### src/design/timer_params.svh
// register offsets, field positions and reset values of the capture/compare timer
`ifndef TIMER_PARAMS_SVH
`define TIMER_PARAMS_SVH
`define OFS_CAP_A       8'h00
`define OFS_CAP_B       8'h04
`define OFS_CMP_A       8'h08
`define OFS_CMP_B       8'h0c
`define OFS_COUNTER     8'h10
`define OFS_MODE        8'h14
`define OFS_IRQ_PRE     8'h18
`define OFS_FLAGS       8'h1c
`define COUNTER_RELOAD  16'hfffc
`define COUNTER_TOP     16'hffff
`define CMP_A_RESET     16'h8000
`define MODE_RESET      16'h0000
`define IRQ_PRE_RESET   16'h0000
`define MODE_WR_MASK    16'hcfff
`define IRQ_PRE_WR_MASK 16'hf8ff
`define BIT_CAP_A       15
`define BIT_CMP_A       14
`define BIT_OVF         13
`define BIT_CAP_B       12
`define BIT_CMP_B       11
`endif

### src/design/timer_pkg.sv
// types shared by the capture/compare timer
package timer_pkg;
  typedef struct packed {
    logic       count_en;
    logic       pulse_measure_mode;
    logic [1:0] rsvd;
    logic       force_out_b;
    logic       force_out_a;
    logic       level_b;
    logic       level_a;
    logic       out_b_pin_enable;
    logic       out_a_pin_enable;
    logic       single_pulse_mode;
    logic       pwm_mode;
    logic       edge_select_b;
    logic       edge_select_a;
    logic       ext_clock_edge;
    logic       ext_clock_select;
  } mode_s;

  typedef struct packed {
    logic       cap_a_irq_en;
    logic       cmp_a_irq_en;
    logic       overflow_irq_en;
    logic       cap_b_irq_en;
    logic       cmp_b_irq_en;
    logic [2:0] rsvd;
    logic [7:0] prescale_factor;
  } irq_pre_s;

  typedef struct packed {
    logic       sel;
    logic       wr;
    logic [7:0] addr;
    logic [15:0] wdata;
  } reg_req_s;
endpackage

### src/design/capture_compare_timer_regs.sv
// 16-bit capture/compare timer with its register file
//
// What this block does
// - any counter write reloads FFFCh; reads return the live count
// - mode bit 15 gates counting on timer clocks
// - mode bit 14 enables pulse-width input measurement
// - writing 1 to force-B drives output B to level-B at once
// - writing 1 to force-A drives output A to level-A at once
// - compare-B match drives level-B to B, or to A in PWM mode; it drives neither in single-pulse mode
// - compare-A match drives level-A onto A whether or not output A is pin-enabled
// - pin-enable bits choose compare output versus general I/O on pins
// - single-pulse mode: selected edge on capture A starts one pulse
// - PWM mode: compare A sets pulse length, compare B sets period
// - edge-select bits pick falling or rising capture edges
// - external clock edge bit picks falling or rising counting edge
// - clock source bit picks prescaled internal or external clock
// - five interrupt enables request interrupts while matching flags are set
// - prescaler divides internal clock by field plus one
// - capture flags set on capture events, reset to zero
// - compare-A flag sets on match except in PWM mode
// - compare-B flag sets on every match, PWM included
// - overflow flag sets when counter wraps FFFFh to 0000h
// - writing 0 clears a flag, writing 1 leaves it
// - compare-B value continuously compared with the counter
// - capture registers latch the counter on their events, read-only
// - in PWM mode compare-B match reloads counter to FFFCh
// - measurement mode: capture A clears counter, first capture raises no interrupt
`include "timer_params.svh"
`timescale 1ns/10ps
`default_nettype none

module capture_compare_timer_regs (
  // clock, reset, clock enable
  input  wire logic                 clk,
  input  wire logic                 rst,
  input  wire logic                 ce,
  // register port, full 16-bit accesses only
  input  wire timer_pkg::reg_req_s  req,
  output var  logic [15:0]          rdata,
  // pins
  input  wire logic                 capture_in_a,
  input  wire logic                 capture_in_b,
  input  wire logic                 external_clock_in,
  output var  logic                 compare_out_a,
  output var  logic                 compare_out_b,
  output var  logic                 out_a_pin_sel,
  output var  logic                 out_b_pin_sel,
  // interrupt requests
  output var  logic                 irq_cap_a,
  output var  logic                 irq_cmp_a,
  output var  logic                 irq_overflow,
  output var  logic                 irq_cap_b,
  output var  logic                 irq_cmp_b
);
  import timer_pkg::*;

  // ----------------------------------------------------------------
  // storage
  // ----------------------------------------------------------------
  mode_s       mode_reg;
  irq_pre_s    irqp_reg;
  logic [15:0] cap_a_reg;
  logic [15:0] cap_b_reg;
  logic [15:0] cmp_a_reg;
  logic [15:0] cmp_b_reg;
  logic [15:0] count_reg;
  logic [15:0] flags_reg;
  logic [7:0]  pre_reg;
  logic [2:0]  sync_a_reg;
  logic [2:0]  sync_b_reg;
  logic [2:0]  sync_x_reg;
  logic        out_a_reg;
  logic        out_b_reg;
  logic        pulse_run_reg;
  logic        first_cap_reg;
  logic        fa_keep_reg;

  // ----------------------------------------------------------------
  // pin synchronisers and edge detection
  // ----------------------------------------------------------------
  // stage 0 is only read by stage 1; edges come from stages 1 and 2
  always_ff @(posedge clk) begin
    if (rst) begin
      sync_a_reg <= 3'h0;
      sync_b_reg <= 3'h0;
      sync_x_reg <= 3'h0;
    end else if (ce) begin
      sync_a_reg <= {sync_a_reg[1:0], capture_in_a};
      sync_b_reg <= {sync_b_reg[1:0], capture_in_b};
      sync_x_reg <= {sync_x_reg[1:0], external_clock_in};
    end
  end

  wire rise_a = sync_a_reg[1] & ~sync_a_reg[2];
  wire fall_a = ~sync_a_reg[1] & sync_a_reg[2];
  wire rise_b = sync_b_reg[1] & ~sync_b_reg[2];
  wire fall_b = ~sync_b_reg[1] & sync_b_reg[2];
  wire rise_x = sync_x_reg[1] & ~sync_x_reg[2];
  wire fall_x = ~sync_x_reg[1] & sync_x_reg[2];

  // capture events from the selected edge
  wire cap_a_ev = mode_reg.edge_select_a ? rise_a : fall_a;
  wire cap_b_ev = mode_reg.edge_select_b ? rise_b : fall_b;

  // ----------------------------------------------------------------
  // register decode
  // ----------------------------------------------------------------
  wire wr       = req.sel & req.wr;
  wire wr_cmp_a = wr & (req.addr == `OFS_CMP_A);
  wire wr_cmp_b = wr & (req.addr == `OFS_CMP_B);
  wire wr_cnt   = wr & (req.addr == `OFS_COUNTER);
  wire wr_mode  = wr & (req.addr == `OFS_MODE);
  wire wr_irqp  = wr & (req.addr == `OFS_IRQ_PRE);
  wire wr_flags = wr & (req.addr == `OFS_FLAGS);

  // reserved bits are dropped on write so they always read zero
  wire [15:0] mode_wval = req.wdata & `MODE_WR_MASK;
  wire [15:0] irqp_wval = req.wdata & `IRQ_PRE_WR_MASK;
  wire        force_a   = wr_mode & req.wdata[10];
  wire        force_b   = wr_mode & req.wdata[11];

  // ----------------------------------------------------------------
  // timer clock: prescaler or external edge
  // ----------------------------------------------------------------
  wire pre_wrap = (pre_reg >= irqp_reg.prescale_factor);
  wire ext_tick = mode_reg.ext_clock_edge ? rise_x : fall_x;
  wire tick     = mode_reg.ext_clock_select ? ext_tick : pre_wrap;
  wire step     = tick & mode_reg.count_en;

  // pwm takes precedence over single-pulse only while force-A is clear
  wire pwm_on = mode_reg.pwm_mode & ~(mode_reg.single_pulse_mode & fa_keep_reg);
  wire opm_on = mode_reg.single_pulse_mode & ~pwm_on;

  // ----------------------------------------------------------------
  // compare and counter next value
  // ----------------------------------------------------------------
  wire match_a  = (count_reg == cmp_a_reg);
  wire match_b  = (count_reg == cmp_b_reg);
  wire wrap     = step & (count_reg == `COUNTER_TOP);
  wire opm_trig = opm_on & cap_a_ev;
  wire meas_clr = mode_reg.pulse_measure_mode & cap_a_ev;

  logic [15:0] count_next;
  always_comb begin
    count_next = count_reg;
    if (wr_cnt) begin
      count_next = `COUNTER_RELOAD;
    end else if (meas_clr) begin
      count_next = 16'h0000;
    end else if (opm_trig) begin
      count_next = `COUNTER_RELOAD;
    end else if (pwm_on & match_b & step) begin
      count_next = `COUNTER_RELOAD;
    end else if (step) begin
      count_next = count_reg + 16'h0001;
    end
  end

  // prescaler restarts at or above the factor, so a smaller factor takes hold at once
  always_ff @(posedge clk) begin
    if (rst) begin
      pre_reg <= 8'h00;
    end else if (ce) begin
      pre_reg <= pre_wrap ? 8'h00 : pre_reg + 8'h01;
    end
  end

  always_ff @(posedge clk) begin
    if (rst) begin
      count_reg <= `COUNTER_RELOAD;
    end else if (ce) begin
      count_reg <= count_next;
    end
  end

  // ----------------------------------------------------------------
  // control and compare registers
  // ----------------------------------------------------------------
  // force bits are one-shot actions; the mode register does not keep them set
  always_ff @(posedge clk) begin
    if (rst) begin
      mode_reg  <= `MODE_RESET;
      irqp_reg  <= `IRQ_PRE_RESET;
      cmp_a_reg <= `CMP_A_RESET;
      cmp_b_reg <= 16'h0000;
    end else if (ce) begin
      if (wr_mode) mode_reg <= mode_wval & 16'hf3ff;
      if (wr_irqp) irqp_reg <= irqp_wval;
      if (wr_cmp_a) cmp_a_reg <= req.wdata;
      if (wr_cmp_b) cmp_b_reg <= req.wdata;
    end
  end

  // force-A is kept as pwm/opm arbitration input
  always_ff @(posedge clk) begin
    if (rst) begin
      fa_keep_reg <= 1'b0;
    end else if (ce && wr_mode) begin
      fa_keep_reg <= req.wdata[10];
    end
  end

  // ----------------------------------------------------------------
  // capture registers
  // ----------------------------------------------------------------
  always_ff @(posedge clk) begin
    if (rst) begin
      cap_a_reg <= 16'h0000;
      cap_b_reg <= 16'h0000;
    end else if (ce) begin
      if (cap_a_ev) cap_a_reg <= count_reg;
      if (cap_b_ev) cap_b_reg <= count_reg;
    end
  end

  // ----------------------------------------------------------------
  // output waveforms
  // ----------------------------------------------------------------
  // a match is acted on only in a timer clock, so a held count fires once
  wire ev_a = match_a & step;
  wire ev_b = match_b & step;
  wire wave = pwm_on | opm_on;

  logic out_a_next;
  logic out_b_next;
  // a force applies the level written in the same access, not the stale one
  always_comb begin
    out_a_next = out_a_reg;
    out_b_next = out_b_reg;
    if (force_a) begin
      out_a_next = req.wdata[8];
    end else if (opm_trig) begin
      out_a_next = mode_reg.level_b;
    end else if (wave & ev_a & (pwm_on | pulse_run_reg)) begin
      out_a_next = mode_reg.level_a;
    end else if (pwm_on & ev_b) begin
      out_a_next = mode_reg.level_b;
    end else if (~wave & ev_a) begin
      out_a_next = mode_reg.level_a;
    end
    if (force_b) begin
      out_b_next = req.wdata[9];
    end else if (~wave & ev_b) begin
      out_b_next = mode_reg.level_b;
    end
  end

  always_ff @(posedge clk) begin
    if (rst) begin
      out_a_reg     <= 1'b0;
      out_b_reg     <= 1'b0;
      pulse_run_reg <= 1'b0;
    end else if (ce) begin
      out_a_reg <= out_a_next;
      out_b_reg <= out_b_next;
      if (opm_trig) pulse_run_reg <= 1'b1;
      else if (ev_a) pulse_run_reg <= 1'b0;
    end
  end

  // ----------------------------------------------------------------
  // event flags: hardware set wins over a software clear
  // ----------------------------------------------------------------
  logic [15:0] set_vec;
  always_comb begin
    set_vec = 16'h0000;
    set_vec[`BIT_CAP_A] = cap_a_ev & ~(mode_reg.pulse_measure_mode & first_cap_reg);
    set_vec[`BIT_CMP_A] = ev_a & ~pwm_on;
    set_vec[`BIT_OVF]   = wrap;
    set_vec[`BIT_CAP_B] = cap_b_ev;
    set_vec[`BIT_CMP_B] = ev_b;
  end

  wire [15:0] clr_vec   = wr_flags ? ~req.wdata : 16'h0000;
  wire [15:0] flag_next = ((flags_reg & ~clr_vec) | set_vec) & 16'hf800;

  always_ff @(posedge clk) begin
    if (rst) begin
      flags_reg     <= 16'h0000;
      first_cap_reg <= 1'b1;
    end else if (ce) begin
      flags_reg <= flag_next;
      if (~mode_reg.pulse_measure_mode) first_cap_reg <= 1'b1;
      else if (cap_a_ev) first_cap_reg <= 1'b0;
    end
  end

  // ----------------------------------------------------------------
  // read mux and registered outputs
  // ----------------------------------------------------------------
  logic [15:0] rd_mux;
  always_comb begin
    unique case (req.addr)
      `OFS_CAP_A:   rd_mux = cap_a_reg;
      `OFS_CAP_B:   rd_mux = cap_b_reg;
      `OFS_CMP_A:   rd_mux = cmp_a_reg;
      `OFS_CMP_B:   rd_mux = cmp_b_reg;
      `OFS_COUNTER: rd_mux = count_reg;
      `OFS_MODE:    rd_mux = mode_reg;
      `OFS_IRQ_PRE: rd_mux = irqp_reg;
      `OFS_FLAGS:   rd_mux = flags_reg;
      default:      rd_mux = 16'h0000;
    endcase
  end

  always_ff @(posedge clk) begin
    if (rst) begin
      rdata         <= 16'h0000;
      compare_out_a <= 1'b0;
      compare_out_b <= 1'b0;
      out_a_pin_sel <= 1'b0;
      out_b_pin_sel <= 1'b0;
      irq_cap_a     <= 1'b0;
      irq_cmp_a     <= 1'b0;
      irq_overflow  <= 1'b0;
      irq_cap_b     <= 1'b0;
      irq_cmp_b     <= 1'b0;
    end else if (ce) begin
      rdata         <= req.sel ? rd_mux : 16'h0000;
      compare_out_a <= out_a_next;
      compare_out_b <= out_b_next;
      out_a_pin_sel <= mode_reg.out_a_pin_enable;
      out_b_pin_sel <= mode_reg.out_b_pin_enable;
      irq_cap_a     <= irqp_reg.cap_a_irq_en & flag_next[`BIT_CAP_A];
      irq_cmp_a     <= irqp_reg.cmp_a_irq_en & flag_next[`BIT_CMP_A];
      irq_overflow  <= irqp_reg.overflow_irq_en & flag_next[`BIT_OVF];
      irq_cap_b     <= irqp_reg.cap_b_irq_en & flag_next[`BIT_CAP_B];
      irq_cmp_b     <= irqp_reg.cmp_b_irq_en & flag_next[`BIT_CMP_B];
    end
  end

  // ----------------------------------------------------------------
  // checks
  // ----------------------------------------------------------------
  a_count_reload: assert property (@(posedge clk) disable iff (rst)
    ce && wr_cnt |=> count_reg == 16'hfffc)
    else $error("counter not reloaded after write");

  a_count_hold: assert property (@(posedge clk) disable iff (rst)
    ce && !mode_reg.count_en && !wr_cnt && !meas_clr && !opm_trig |=> $stable(count_reg))
    else $error("counter moved while disabled");

  a_count_step: assert property (@(posedge clk) disable iff (rst)
    ce && step && !wr_cnt && !meas_clr && !opm_trig && !(pwm_on && match_b)
    |=> count_reg == $past(count_reg) + 16'h0001)
    else $error("counter did not step by one");

  a_ovf_flag: assert property (@(posedge clk) disable iff (rst)
    ce && wrap |=> flags_reg[13])
    else $error("overflow flag missed");

  a_cmpa_pwm: assert property (@(posedge clk) disable iff (rst)
    ce && pwm_on && !flags_reg[14] |=> !flags_reg[14])
    else $error("compare A flag set in pwm mode");

  a_cmpb_flag: assert property (@(posedge clk) disable iff (rst)
    ce && ev_b |=> flags_reg[11])
    else $error("compare B flag missed");

  a_flag_clear: assert property (@(posedge clk) disable iff (rst)
    ce && wr_flags && !req.wdata[12] && !cap_b_ev |=> !flags_reg[12])
    else $error("capture B flag not cleared");

  a_force_b: assert property (@(posedge clk) disable iff (rst)
    ce && force_b |=> compare_out_b == mode_reg.level_b)
    else $error("force B did not drive level");

  a_capture_latch: assert property (@(posedge clk) disable iff (rst)
    ce && cap_b_ev |=> cap_b_reg == $past(count_reg))
    else $error("capture B did not latch count");

  a_meas_clear: assert property (@(posedge clk) disable iff (rst)
    ce && meas_clr && !wr_cnt |=> count_reg == 16'h0000)
    else $error("measurement capture did not clear counter");

  a_pwm_period: assert property (@(posedge clk) disable iff (rst)
    ce && pwm_on && ev_b && !wr_cnt && !meas_clr |=> count_reg == 16'hfffc)
    else $error("pwm period did not restart");
endmodule

`default_nettype wire

### config.mk
export PLATFORM = sky130hd
export DESIGN_NAME = capture_compare_timer_regs
export DESIGN_NICKNAME = d
export VERILOG_FILES = /design/src/design/timer_pkg.sv /design/src/design/capture_compare_timer_regs.sv
export VERILOG_INCLUDE_DIRS = /design/src /design/src/design
export SDC_FILE = /design/constraint.sdc
export NUM_CORES = 1
export LEC_CHECK = 0
export ABC_CLOCK_PERIOD_IN_PS = 3100
export BUFFER_PORTS_ARGS = -buffer_cell sky130_fd_sc_hd__buf_2
export CAP_MARGIN = 25
export CORE_ASPECT_RATIO = 1.5
export CORE_MARGIN = 3
export CORE_UTILIZATION = 60
export DETAILED_ROUTE_END_ITERATION = 8
export PLACE_DENSITY = 0.8
export SYNTH_ARGS = -nofsm -noshare
export SYNTH_HDL_FRONTEND = slang
export SYNTH_SLANG_ARGS = --single-unit
### constraint.sdc
create_clock -name clk -period 3.1 [get_ports clk]
set_input_delay 0.31 -clock clk [delete_from_list [all_inputs] [get_ports clk]]
set_output_delay 0.31 -clock clk [all_outputs]
set_load 0.02 [all_outputs]
Yosys cells after proc, flatten, opt, wreduce, memory -nomap -nowiden
Index checks and enable logic that the tools add are counted.
{"block": "op_classes", "add_sub_neg": 2, "n_lt_le_gt_ge": 1, "eq_ne": 11, "n_mux": 24, "bitwise": 55, "reduce_logical": 17}
{"cell": "$pmux 16 s8", "n": 1}
{"cell": "$mux 16", "n": 7}
{"cell": "$and 1x1->1", "n": 39}
{"cell": "$eq 16x16->1", "n": 2}
{"cell": "$eq 8x5->1 const B", "n": 4}
{"cell": "$not 16->16", "n": 2}
{"cell": "$reduce_and 2->1", "n": 11}
{"cell": "$add 16x1->16 const B", "n": 1}
{"cell": "$and 16x16->16", "n": 1}
{"cell": "$eq 16x16->1 const B", "n": 1}
{"cell": "$eq 8x4->1 const B", "n": 2}
{"cell": "$or 16x16->16", "n": 1}
{"cell": "$mux 1", "n": 15}
{"cell": "$not 1->1", "n": 10}
{"cell": "$reduce_bool 5->1", "n": 2}
{"cell": "$add 8x1->8 const B", "n": 1}
{"cell": "$eq 8x3->1 const B", "n": 1}
{"cell": "$ge 8x8->1", "n": 1}
{"cell": "$logic_not 8->1", "n": 1}
{"cell": "$mux 8", "n": 1}
{"cell": "$reduce_bool 2->1", "n": 2}
{"cell": "$ne 2x1->1 const B", "n": 1}
{"cell": "$or 1x1->1", "n": 2}
{"cell": "$logic_and 1x1->1", "n": 1}
{"block": "totals", "register_bits": 155, "input_bits": 32, "output_inout_bits": 25, "wordCells": 151}

Depth between registers and ports, before layout
Gate-level depths: netlist of run 1.
{"block": "depth", "word_depth": 13, "ltp_mapped": 10, "ltp_nobuf": 9}

Worst setup path after synthesis of run 1
Ideal clock, no wire load.
{"block": "synth_timing", "path_kind": "flip-flop to flip-flop", "from": "register irqp_reg[6] in the netlist's numbering", "to": "register count_reg[10]", "setup_ns": 0.122, "arrival_ns": 2.696, "required_time_ns": 2.978, "path_slack_ns": 0.282, "stages_incl_launch_ff": 11, "n_path_buf": 1, "period_less_slack_ns": 2.818, "cell_sequence": "dfxtp_1 inv_1 ha_1 a21o_1 a21oi_1 or4b_2 nand3_1 o21ai_0 clkbuf_1 a211o_1 a221o_1"}
{"block": "synth_between", "elab_chain_cells": 8, "word_cells_on_any_way": 10, "classes_between": "order compare: 1; mux: 5; bitwise: 2; reduce/logical: 2"}
{"item": "start, declared", "line_no": "capture_compare_timer_regs.sv:61", "source": "irq_pre_s irqp_reg;"}
{"item": "start signal, assigned", "line_no": "capture_compare_timer_regs.sv:183", "source": "irqp_reg <= `IRQ_PRE_RESET;"}
{"item": "start signal, assigned", "line_no": "capture_compare_timer_regs.sv:188", "source": "if (wr_irqp) irqp_reg <= irqp_wval;"}
{"item": "$ge 8x8->1 *", "line_no": "capture_compare_timer_regs.sv:125", "source": "wire pre_wrap = (pre_reg >= irqp_reg.prescale_factor);"}
{"item": "$mux 1 *", "line_no": "capture_compare_timer_regs.sv:127", "source": "wire tick = mode_reg.ext_clock_select ? ext_tick : pre_wrap;"}
{"item": "$and 1x1->1 *", "line_no": "capture_compare_timer_regs.sv:128", "source": "wire step = tick & mode_reg.count_en;"}
{"item": "$and 1x1->1", "line_no": "capture_compare_timer_regs.sv:152", "source": "end else if (pwm_on & match_b & step) begin"}
{"item": "$mux 16", "line_no": "capture_compare_timer_regs.sv:152"}
{"item": "$mux 16", "line_no": "capture_compare_timer_regs.sv:150", "source": "end else if (opm_trig) begin"}
{"item": "$mux 16", "line_no": "capture_compare_timer_regs.sv:148", "source": "end else if (meas_clr) begin"}
{"item": "$mux 16", "line_no": "capture_compare_timer_regs.sv:146", "source": "if (wr_cnt) begin"}
{"item": "end signal, assigned", "line_no": "capture_compare_timer_regs.sv:170", "source": "count_reg <= `COUNTER_RELOAD;"}
{"item": "end signal, assigned", "line_no": "capture_compare_timer_regs.sv:172", "source": "count_reg <= count_next;"}
{"item": "end, declared", "line_no": "capture_compare_timer_regs.sv:66", "source": "logic [15:0] count_reg;"}
Every way passes the cells marked *; elsewhere a longest branch is shown, timed or not.
A chain may end at the register's enable or synchronous reset.

Worst setup path in the final report of run 1
{"block": "layout_timing", "from": "register irqp_reg[6] in the netlist's numbering", "to": "register count_reg[13]"}
The elaborated chain is that of the path after synthesis.

==> results.json, run 1 <==
{
  "status": "completed",
  "num_rows": 49,
  "antenna_cells": 0,
  "synth-edff-count": 0,
  "yosys_register_bits": 155,
  "grt_pass1_vias": 7125,
  "drc_errors": 0,
  "ant_nets": 0,
  "arrival_ps": 3050,
  "post_dp_cell_area_um2": 7980,
  "viasPerCell": 6.62,
  "clkLatencyLatePin_ps": 420,
  "clk_pin_slew_ps": 70,
  "p_per_area_nw_per_um2": 503,
  "die-area_um2": 13800,
  "portBuffers": 56,
  "period_share_pct": 89.3,
  "synth.yosys.seq_area_share_pct": 41.9,
  "num_vias": 7476,
  "cts_tree": "yes",
  "switching_share_pct": 23.8,
  "rsz0062_at_grt": "false",
  "leakage_nw": 3.19,
  "cts.path.max_buffers": 2,
  "syn2layout_area_growth_pct": 15.8,
  "cts_sinks": 155,
  "synthMuxAreaShare_pct": 3.51,
  "post-route-min-period_ps": 2770,
  "grt_usage_pct": 33.9,
  "crit_required_ps": 3380,
  "cp-start-kind": "flop",
  "cts_root_buf": "clkbuf_16",
  "power.share.combinational_pct": 4.4,
  "p_clk_share_pct": 48.9,
  "postCtsHoldBufs": 0,
  "synthFlopType": "dfxtp_1",
  "syn_inst": 916,
  "yosys.area_share.adder_pct": 1.69,
  "fp.dieH_um": 142,
  "fp.dieW_um": 96.8,
  "synth-xor-area-share_pct": 4.61,
  "grt_pass1_wl_um": 37100,
  "cts_setup_buffers": 0,
  "critPathKind": "reg -> reg",
  "setup_tns_ps": 0,
  "hold_viol": 0,
  "cts_made_buffers": 17,
  "max_slew_margin_pct": 46.8,
  "maxSlewViolCount": 0,
  "gp_congestion": 0.921,
  "syn_nets": 958,
  "antenna_found_initial": 0,
  "grt.overflow.total": 0,
  "setup_viol": 0,
  "wire_per_inst_um": 20.8,
  "finClkSkew_ps": 9.33,
  "coreArea_um2": 12000,
  "critPathCaptureType": "flop",
  "io_pins": 57,
  "nets": 1006,
  "cap_violations": 0,
  "fmax_ghz": 0.361,
  "synth_area_per_cell_um2": 8.09,
  "whs_ps": 119,
  "ys_types": 69,
  "final_cell_count_no_fill": 1130,
  "dp_cells": 1098,
  "power.internal_w": 0.00329,
  "r2r_slack_ps": 330,
  "drive_gt1_share_pct": 16.0,
  "synth_compound_area_share_pct": 23.1,
  "yosysWarnings": 0,
  "grt_start_max_net_pins": 66,
  "drt-pass1-iter-count": 6,
  "dp_hpwl_um": 16100,
  "switching_power_w": 0.00103,
  "async_flop_share_pct": 0,
  "pwr-share-seq_pct": 46.8,
  "initial_core_util_pct": 61.7,
  "hp-class": "in -> reg",
  "drt-initial-drc-count": 1067,
  "wirelength_um": 23500,
  "tightest_slew_ps": 796,
  "cts_resized": 0,
  "path_max_fanout": 10,
  "synth-simple-area-share_pct": 20.6,
  "vdd_drop_max_mv": 0.366,
  "postLayoutCellArea_um2": 8580,
  "netlist_area_um2": 7410,
  "htree_levels": 4,
  "synth_top_family_by_area": "compound AO/OA/AOI/OAI gates"
}
cell type report:
type | instances | area, µm²
inverters | 14 | 52.6
well taps | 153 | 191
clock inverters | 14 | 160
fillers | 994 | 3430
flip-flops and latches | 155 | 3100
repair buffers | 102 | 641
multi-input cells | 674 | 4000
clock buffers | 18 | 439
cells in the final DEF, fill, tap and decap left out, types with 5 or more instances in the layout:
cell       instances
clkbuf_16         17
o211ai_1           5
mux2i_1           26
a31oi_1           16
a22oi_1           36
nand2_1          180
a21oi_1          109
a222oi_1          12
buf_2             55
nand2b_1           8
nand3_1           32
buf_4             46
nor2_1            75
a2bb2oi_1          7
nor4_1             5
inv_1             13
o21ai_0           14
ha_1              10
nor4_2             5
dfxtp_1          155
nand4_1           16
clkinv_4           5
o31ai_1            8
xnor2_1           35
cell usage after synthesis (15+ instances only):
cell type	number	area share (%)
dfxtp_1	155	42
nand4_1	16	1.4
mux2i_1	26	3.5
a21oi_1	109	7.4
nand2_1	180	9.1
nor2_1	75	3.8
o21ai_0	15	1.0
nand3_1	32	2.2
xnor2_1	35	4.1
clkbuf_1	59	3.0
a31oi_1	17	1.4
a22oi_1	36	3.6
power by group through the flow:
stage          clock (W)  combinational (W)  sequential [W]
6_report         0.00211           0.000188         0.00202
5_1_grt          0.00220           0.000200         0.00202
4_1_cts          0.00211           0.000183         0.00202
3_5_place_dp           0           0.000183         0.00206
3_3_place_gp           0           0.000180         0.00206
2_1_floorplan          0           0.000105         0.00205
through the flow:
step	util, %	setup WS, ps	total power [W]
2_1_floorplan	-	282	0.00216
3_3_place_gp	66.4	206	0.00224
3_5_place_dp	66.4	136	0.00224
4_1_cts	71.4	108	0.00431
5_1_grt	71.4	158	0.00442
6_report	71.4	332	0.00432
layer usage:
layer,GRT usage [%],up-vias,wire [µm]
li1,-,3379,-
met1,39.9,3451,8510
met2,55.7,515,11000
met3,8.29,131,2540
met4,21.2,0,1530
met5,0,-,0
worst max-delay path: stages (launching register included):
cell and delay (ps):
dfxtp_1 350, inv_1 50, ha_1 320, a21o_1 170, a21oi_1 200, or4b_4 530, nand3_1 130, o21ai_1 150
buf_4 210, o32a_2 370, a2bb2oi_1 130
cell families after synthesis:
family / count (synthesis)
buffers and inverters: 87
flip-flops: 155
AND/OR/NAND/NOR: 344
adder cells (fa/ha/maj): 10
XOR/XNOR: 39
multiplexers: 26
AO/OA/AOI/OAI: 255
final timing paths:
| path | endpoint | start | depth (start not counted) |
|---|---|---|---|
| setup reg to reg | count_reg[13] | irqp_reg[6] | 10 |
| hold reg to reg | cap_a_reg[13] | cap_a_reg[13] | 2 |
| setup / recovery | count_reg[13] | irqp_reg[6] | 10 |
| hold / removal | sync_a_reg[0] | capture_in_a | 3 |
(Power assumes the default switching activity.)
==> run 2, diff against run 1 <==
ABC_CLOCK_PERIOD_IN_PS = 2420   (was 3100)
CORE_UTILIZATION = 54   (was 60)
PLACE_DENSITY = 0.76   (was 0.8)
clock period = 2.42 ns   (was 3.1 ns; I/O delays follow)
==> results.json, run 2 (synthesized netlist as in run 1, its figures left out) <==
{
  "status": "finished with violations",
  "failed_checks": "setup timing",
  "fp.dieH_um": 149,
  "portBuffers": 56,
  "cap_violations": 0,
  "cts_root_buf": "clkbuf_16",
  "power.share.combinational_pct": 5.1,
  "vdd_drop_max_mv": 0.526,
  "final_common_cell": "nand2_1",
  "power.internal_w": 0.00402,
  "place_ws_ps": -175,
  "fmax_ghz": 0.405,
  "viasPerCell": 6.47,
  "whs_ps": 60.1,
  "htree_levels": 4,
  "ant_nets": 0,
  "die-area_um2": 15200,
  "reg2reg_depth": 10,
  "period_share_pct": 102,
  "grt_usage_pct": 34.6,
  "final_cell_mix": "nand2_1, dfxtp_1, buf_4",
  "nets": 1090,
  "hp-class": "in -> reg",
  "gp_congestion": 0.955,
  "cts_tree": "yes",
  "num_vias": 7896,
  "hp-start": "external_clock_in",
  "fillers": 976,
  "num_rows": 51,
  "antenna_cells": 0,
  "p_clk_share_pct": 46.9,
  "antenna_found_initial": 0,
  "rr_startpoint": "irqp_reg[6]",
  "leakage_nw": 3.63,
  "coreArea_um2": 13200,
  "cts.path.max_buffers": 2,
  "postLayoutCellArea_um2": 9530,
  "hold_depth": 3,
  "hold-path-endpoint": "sync_x_reg[0]",
  "drive_gt1_share_pct": 26.5,
  "arrival_ps": 2760,
  "crit_required_ps": 2710,
  "grt_pass1_vias": 7604,
  "clkLatencyLatePin_ps": 420,
  "hold_viol": 0,
  "post-route-min-period_ps": 2470,
  "critPathKind": "reg -> reg",
  "grt_pass1_wl_um": 40600,
  "drt-pass1-iter-count": 8,
  "pwr-share-seq_pct": 48.0,
  "drc_errors": 0,
  "grt_start_max_net_pins": 70,
  "grt.overflow.total": 0,
  "cts_made_buffers": 17,
  "setup_viol": 11,
  "initial_core_util_pct": 56.1,
  "max_slew_margin_pct": 54.3,
  "clk_pin_slew_ps": 70,
  "post_dp_cell_area_um2": 8560,
  "p_per_area_nw_per_um2": 564,
  "path_max_fanout": 7,
  "cts_sinks": 155,
  "fp.dieW_um": 102,
  "switching_share_pct": 25.2,
  "critPathCaptureType": "flop",
  "r2r_slack_ps": -50,
  "syn2layout_area_growth_pct": 28.6,
  "maxSlewViolCount": 0,
  "finClkSkew_ps": 8.99,
  "postCtsHoldBufs": 0,
  "io_pins": 57,
  "cp-start-kind": "flop",
  "wire_per_inst_um": 21.6,
  "tightest_slew_ps": 685,
  "wirelength_um": 26300,
  "setup_tns_ps": -258,
  "drt-initial-drc-count": 928,
  "r2r-end": "count_reg[13]",
  "switching_power_w": 0.00135,
  "rsz0062_at_grt": "true",
  "dp_hpwl_um": 17400,
  "setup_ws_ps": -50.1
}
==> run 2: worst max-delay path by stage <==
stage | start | end | slack, ps
finish | irqp_reg[6] | count_reg[13] | -50
CTS | pre_reg[0] | count_reg[13] | -3
global placement | req[23] | count_reg[15] | -130
detailed placement | irqp_reg[6] | count_reg[10] | -180
global route | irqp_reg[6] | count_reg[10] | -110
floorplan | req[23] | count_reg[10] | -130
==> run 2: worst max-delay path, stage by stage (launching register included) <==
cell and delay, ps:
dfxtp_2 340, inv_2 50, ha_4 210, a21o_1 170, a21oi_2 140, or4b_4 540, a31oi_4 220, a31oi_4 150
buf_6 170, o32a_4 210, a2bb2oi_2 130
==> run 2: layout make-up <==
cell class	count	area, µm²	share of cell area, %
repair buffers	186	1360	14.2
clock inverters	13	106	1.12
clock buffers	19	443	4.65
inverters	14	52.6	0.551
well taps	159	199	2.09
flip-flops and latches	155	3120	32.7
multi-input cells	674	4260	44.7
==> run 2: per-stage QoR <==
step | utilization [%] | power [W] | cells
global placement | 64.8 | 0.00289 | 1169
global route | 72.2 | 0.00551 | 1220
CTS | 70.6 | 0.00537 | 1215
floorplan | - | 0.00277 | 916
finish | 72.2 | 0.00538 | 1220
detailed placement | 64.8 | 0.00289 | 1169
==> run 2: power groups by stage <==
stage / Clock (W) / Sequential (W) / Combinational [W]
final: 0.00252 / 0.00258 / 0.000275
after global routing: 0.00265 / 0.00258 / 0.000289
after CTS: 0.00253 / 0.00258 / 0.000261
after detailed placement: 0 / 0.00264 / 0.000253
after global placement: 0 / 0.00263 / 0.000250
after floorplan: 0 / 0.00263 / 0.000137
==> run 2: routing by layer <==
metal	vias up	track usage, %	part of all wire (%)
li1	3536	-	-
met1	3708	41.5	36
met2	532	56.2	48
met3	120	6.30	9.7
met4	0	22.4	6.3
met5	-	0	0
==> run 2: what timing repair did <==
action / 4_1_cts / 5_1_grt
pin swaps: 12 / 11
gates resized for setup: 25 / 33
gates cloned: 2 / 0
setup buffers: 12 / 5
endpoints found under the setup margin: 17 / 26
==> run 3, diff against run 2 <==
ABC_AREA = 1   (was unset)
CORE_UTILIZATION = 55   (was 54)
PLACE_DENSITY = 0.77   (was 0.76)
==> results.json, run 3 <==
{
  "place_ws_ps": 288,
  "grt.overflow.total": 0,
  "dp_cells": 1277,
  "cp-startpoint": "irqp_reg[7]",
  "tightest_slew_ps": 750,
  "critPathCaptureType": "flop",
  "fp.dieW_um": 102,
  "netlist_area_um2": 7670,
  "critPathKind": "reg -> reg",
  "setup_ws_ps": 208,
  "final_cell_mix": "nand2_1, dfxtp_1, a21oi_1",
  "worst_path_max_delay_cell": "ha_1",
  "hp-class": "in -> reg",
  "cts_made_buffers": 17,
  "die-area_um2": 15400,
  "multiInputGateArea_um2": 3740,
  "fillers": 1160,
  "cts_resized": 0,
  "yosys.area.top_type": "dfxtp_1",
  "fmax_ghz": 0.452,
  "path_delay_family": "simple AND/OR/NAND/NOR gates",
  "grt_usage_pct": 29.7,
  "grt_start_max_net_pins": 47,
  "ys_types": 43,
  "maxSlewViolCount": 0,
  "drc_errors": 0,
  "final_common_cell": "nand2_1",
  "cts_setup_buffers": 0,
  "status": "completed",
  "cap_violations": 0,
  "r2r-end": "count_reg[0]",
  "rr_startpoint": "irqp_reg[7]",
  "io_pins": 57,
  "yosys_register_bits": 155,
  "grt_pass1_vias": 6877,
  "cts_sinks": 155,
  "cp.depth": 11,
  "endpoint": "count_reg[0]",
  "final_cell_count_no_fill": 1309,
  "rsz0062_at_grt": "false",
  "cpPeakStageDelay_ps": 330,
  "crit_required_ps": 2730,
  "reg2reg_depth": 11,
  "initial_core_util_pct": 56.4,
  "seq_area_um2": 3100,
  "clk_pin_slew_ps": 60,
  "syn2layout_area_growth_pct": 14.1,
  "wire_per_inst_um": 17.1,
  "worstPathCellList": "inv_1 > ha_1 > a21o_1 > nor2_1 > nand3_1 > nand2_1 > nand4_1 > nand2_2 > clkinv_4 > o21ai_0 > a21oi_1",
  "grt_pass1_wl_um": 35300,
  "cts.path.max_buffers": 2,
  "num_vias": 7583,
  "finClkSkew_ps": 10.8,
  "post-route-min-period_ps": 2210,
  "leakage_nw": 3.72,
  "antenna_cells": 0,
  "fp.dieH_um": 151,
  "synth-edff-count": 0,
  "r2r_slack_ps": 210,
  "synth.top_cell.area_share_pct": 40.5,
  "synthTopCellsByCount": "nand2_1, dfxtp_1, a21oi_1, inv_1, o21ai_0",
  "ant_nets": 0,
  "synth.yosys.seq_area_share_pct": 40.5,
  "num_rows": 52,
  "drive_gt1_share_pct": 13.8,
  "cp-start-kind": "flop",
  "path_max_fanout": 19,
  "synth_area_leaders": "dfxtp_1, nand2_1, a21oi_1",
  "max_slew_margin_pct": 49.9,
  "cts_tree": "yes",
  "synthFlopType": "dfxtp_1",
  "period_share_pct": 91.4,
  "antenna_found_initial": 0,
  "drt-initial-drc-count": 630,
  "vdd_drop_max_mv": 0.410,
  "dp_hpwl_um": 16000,
  "setup_tns_ps": 0,
  "postCtsHoldBufs": 0,
  "yosysWarnings": 0,
  "wirelength_um": 22300,
  "drt-pass1-iter-count": 6,
  "htree_levels": 4,
  "arrival_ps": 2520,
  "yosysMostFrequentCell": "nand2_1",
  "power_w": 0.00568,
  "gp_congestion": 0.932,
  "p_per_area_nw_per_um2": 649,
  "setup_viol": 0,
  "viasPerCell": 5.79,
  "syn_inst": 1085,
  "synth_area_per_cell_um2": 7.07,
  "whs_ps": 32.8,
  "hold_viol": 0,
  "clkLatencyLatePin_ps": 430,
  "async_flop_share_pct": 0,
  "nets": 1176,
  "path_buf_inv": 2,
  "coreArea_um2": 13600,
  "portBuffers": 56,
  "cts_root_buf": "clkbuf_16",
  "syn_nets": 1127
}
run 3: changes by cell type in the layout (fill, tap and decap cells not counted), moves of 12 or more:
cell and change:
a222oi_1 -12, a21oi_1 +30, o22ai_1 +16, a31oi_1 -15, xor2_1 +22, inv_1 +112
o21ai_0 +106, xnor2_1 -22, nand2_1 +45, a22oi_1 -36, mux2i_1 -26, buf_4 -84
run 3: worst min path at each step:
stage                  from             to  slack [ps]  cells after the start
5_1_grt        capture_in_b  sync_b_reg[0]          50                      3
3_3_place_gp   cap_b_reg[3]   cap_b_reg[3]         440                      2
2_1_floorplan       req[15]  cmp_a_reg[15]         370                      2
4_1_cts        capture_in_a  sync_a_reg[0]          30                      3
6_report       capture_in_b  sync_b_reg[0]          30                      3
3_5_place_dp   cap_b_reg[8]   cap_b_reg[8]         440                      2
run 3: worst reg2reg max path: stages, from the launching register on:
cell	delay, ps
dfxtp_1	310
inv_1	60
ha_1	330
a21o_1	200
nor2_1	160
nand3_1	120
nand2_1	180
nand4_1	120
nand2_2	200
clkinv_4	180
o21ai_0	190
a21oi_1	60
run 3: final cells by class:
class | instances | share of cell area, %
Inverter | 136 | 5.89
Multi-Input combinational cell | 733 | 42.7
Clock buffer | 20 | 5.22
Tap cell | 162 | 2.32
Timing Repair Buffer | 91 | 6.49
Clock inverter | 12 | 1.86
Sequential cell | 155 | 35.5
run 3: report_power, final:
part	internal [W]	leakage (nW)	switching, W
Clock	0.00169	0.286	0.00112
Combinational	0.0000795	2.18	0.000175
Sequential	0.00259	1.25	0.0000180
Total	0.00436	3.72	0.00131
run 3: metal layers:
layer | vias up | track usage, % | wire, µm
met5 | - | 0 | 0
met4 | 0 | 13.6 | 1020
met3 | 86 | 4.73 | 1680
met2 | 383 | 48.8 | 10800
met1 | 3456 | 37.8 | 8840
li1 | 3658 | - | -
run 3: logic make-up after synthesis:
kind of cell,share of synthesized area (%)
AOI/OAI and AO/OA,22.8
xor gates and xnor gates,4.11
adders and majority gates,1.63
buffers and inverters,10.9
DFF,40.5
and+or+nand+nor,20.1
run 3: stage by stage:
stage	cell area, µm²	util, %
2_1_floorplan	7670	-
3_5_place_dp	8130	59.8
6_report	8750	64.3
5_1_grt	8750	64.3
4_1_cts	8750	64.3
3_3_place_gp	8130	59.8
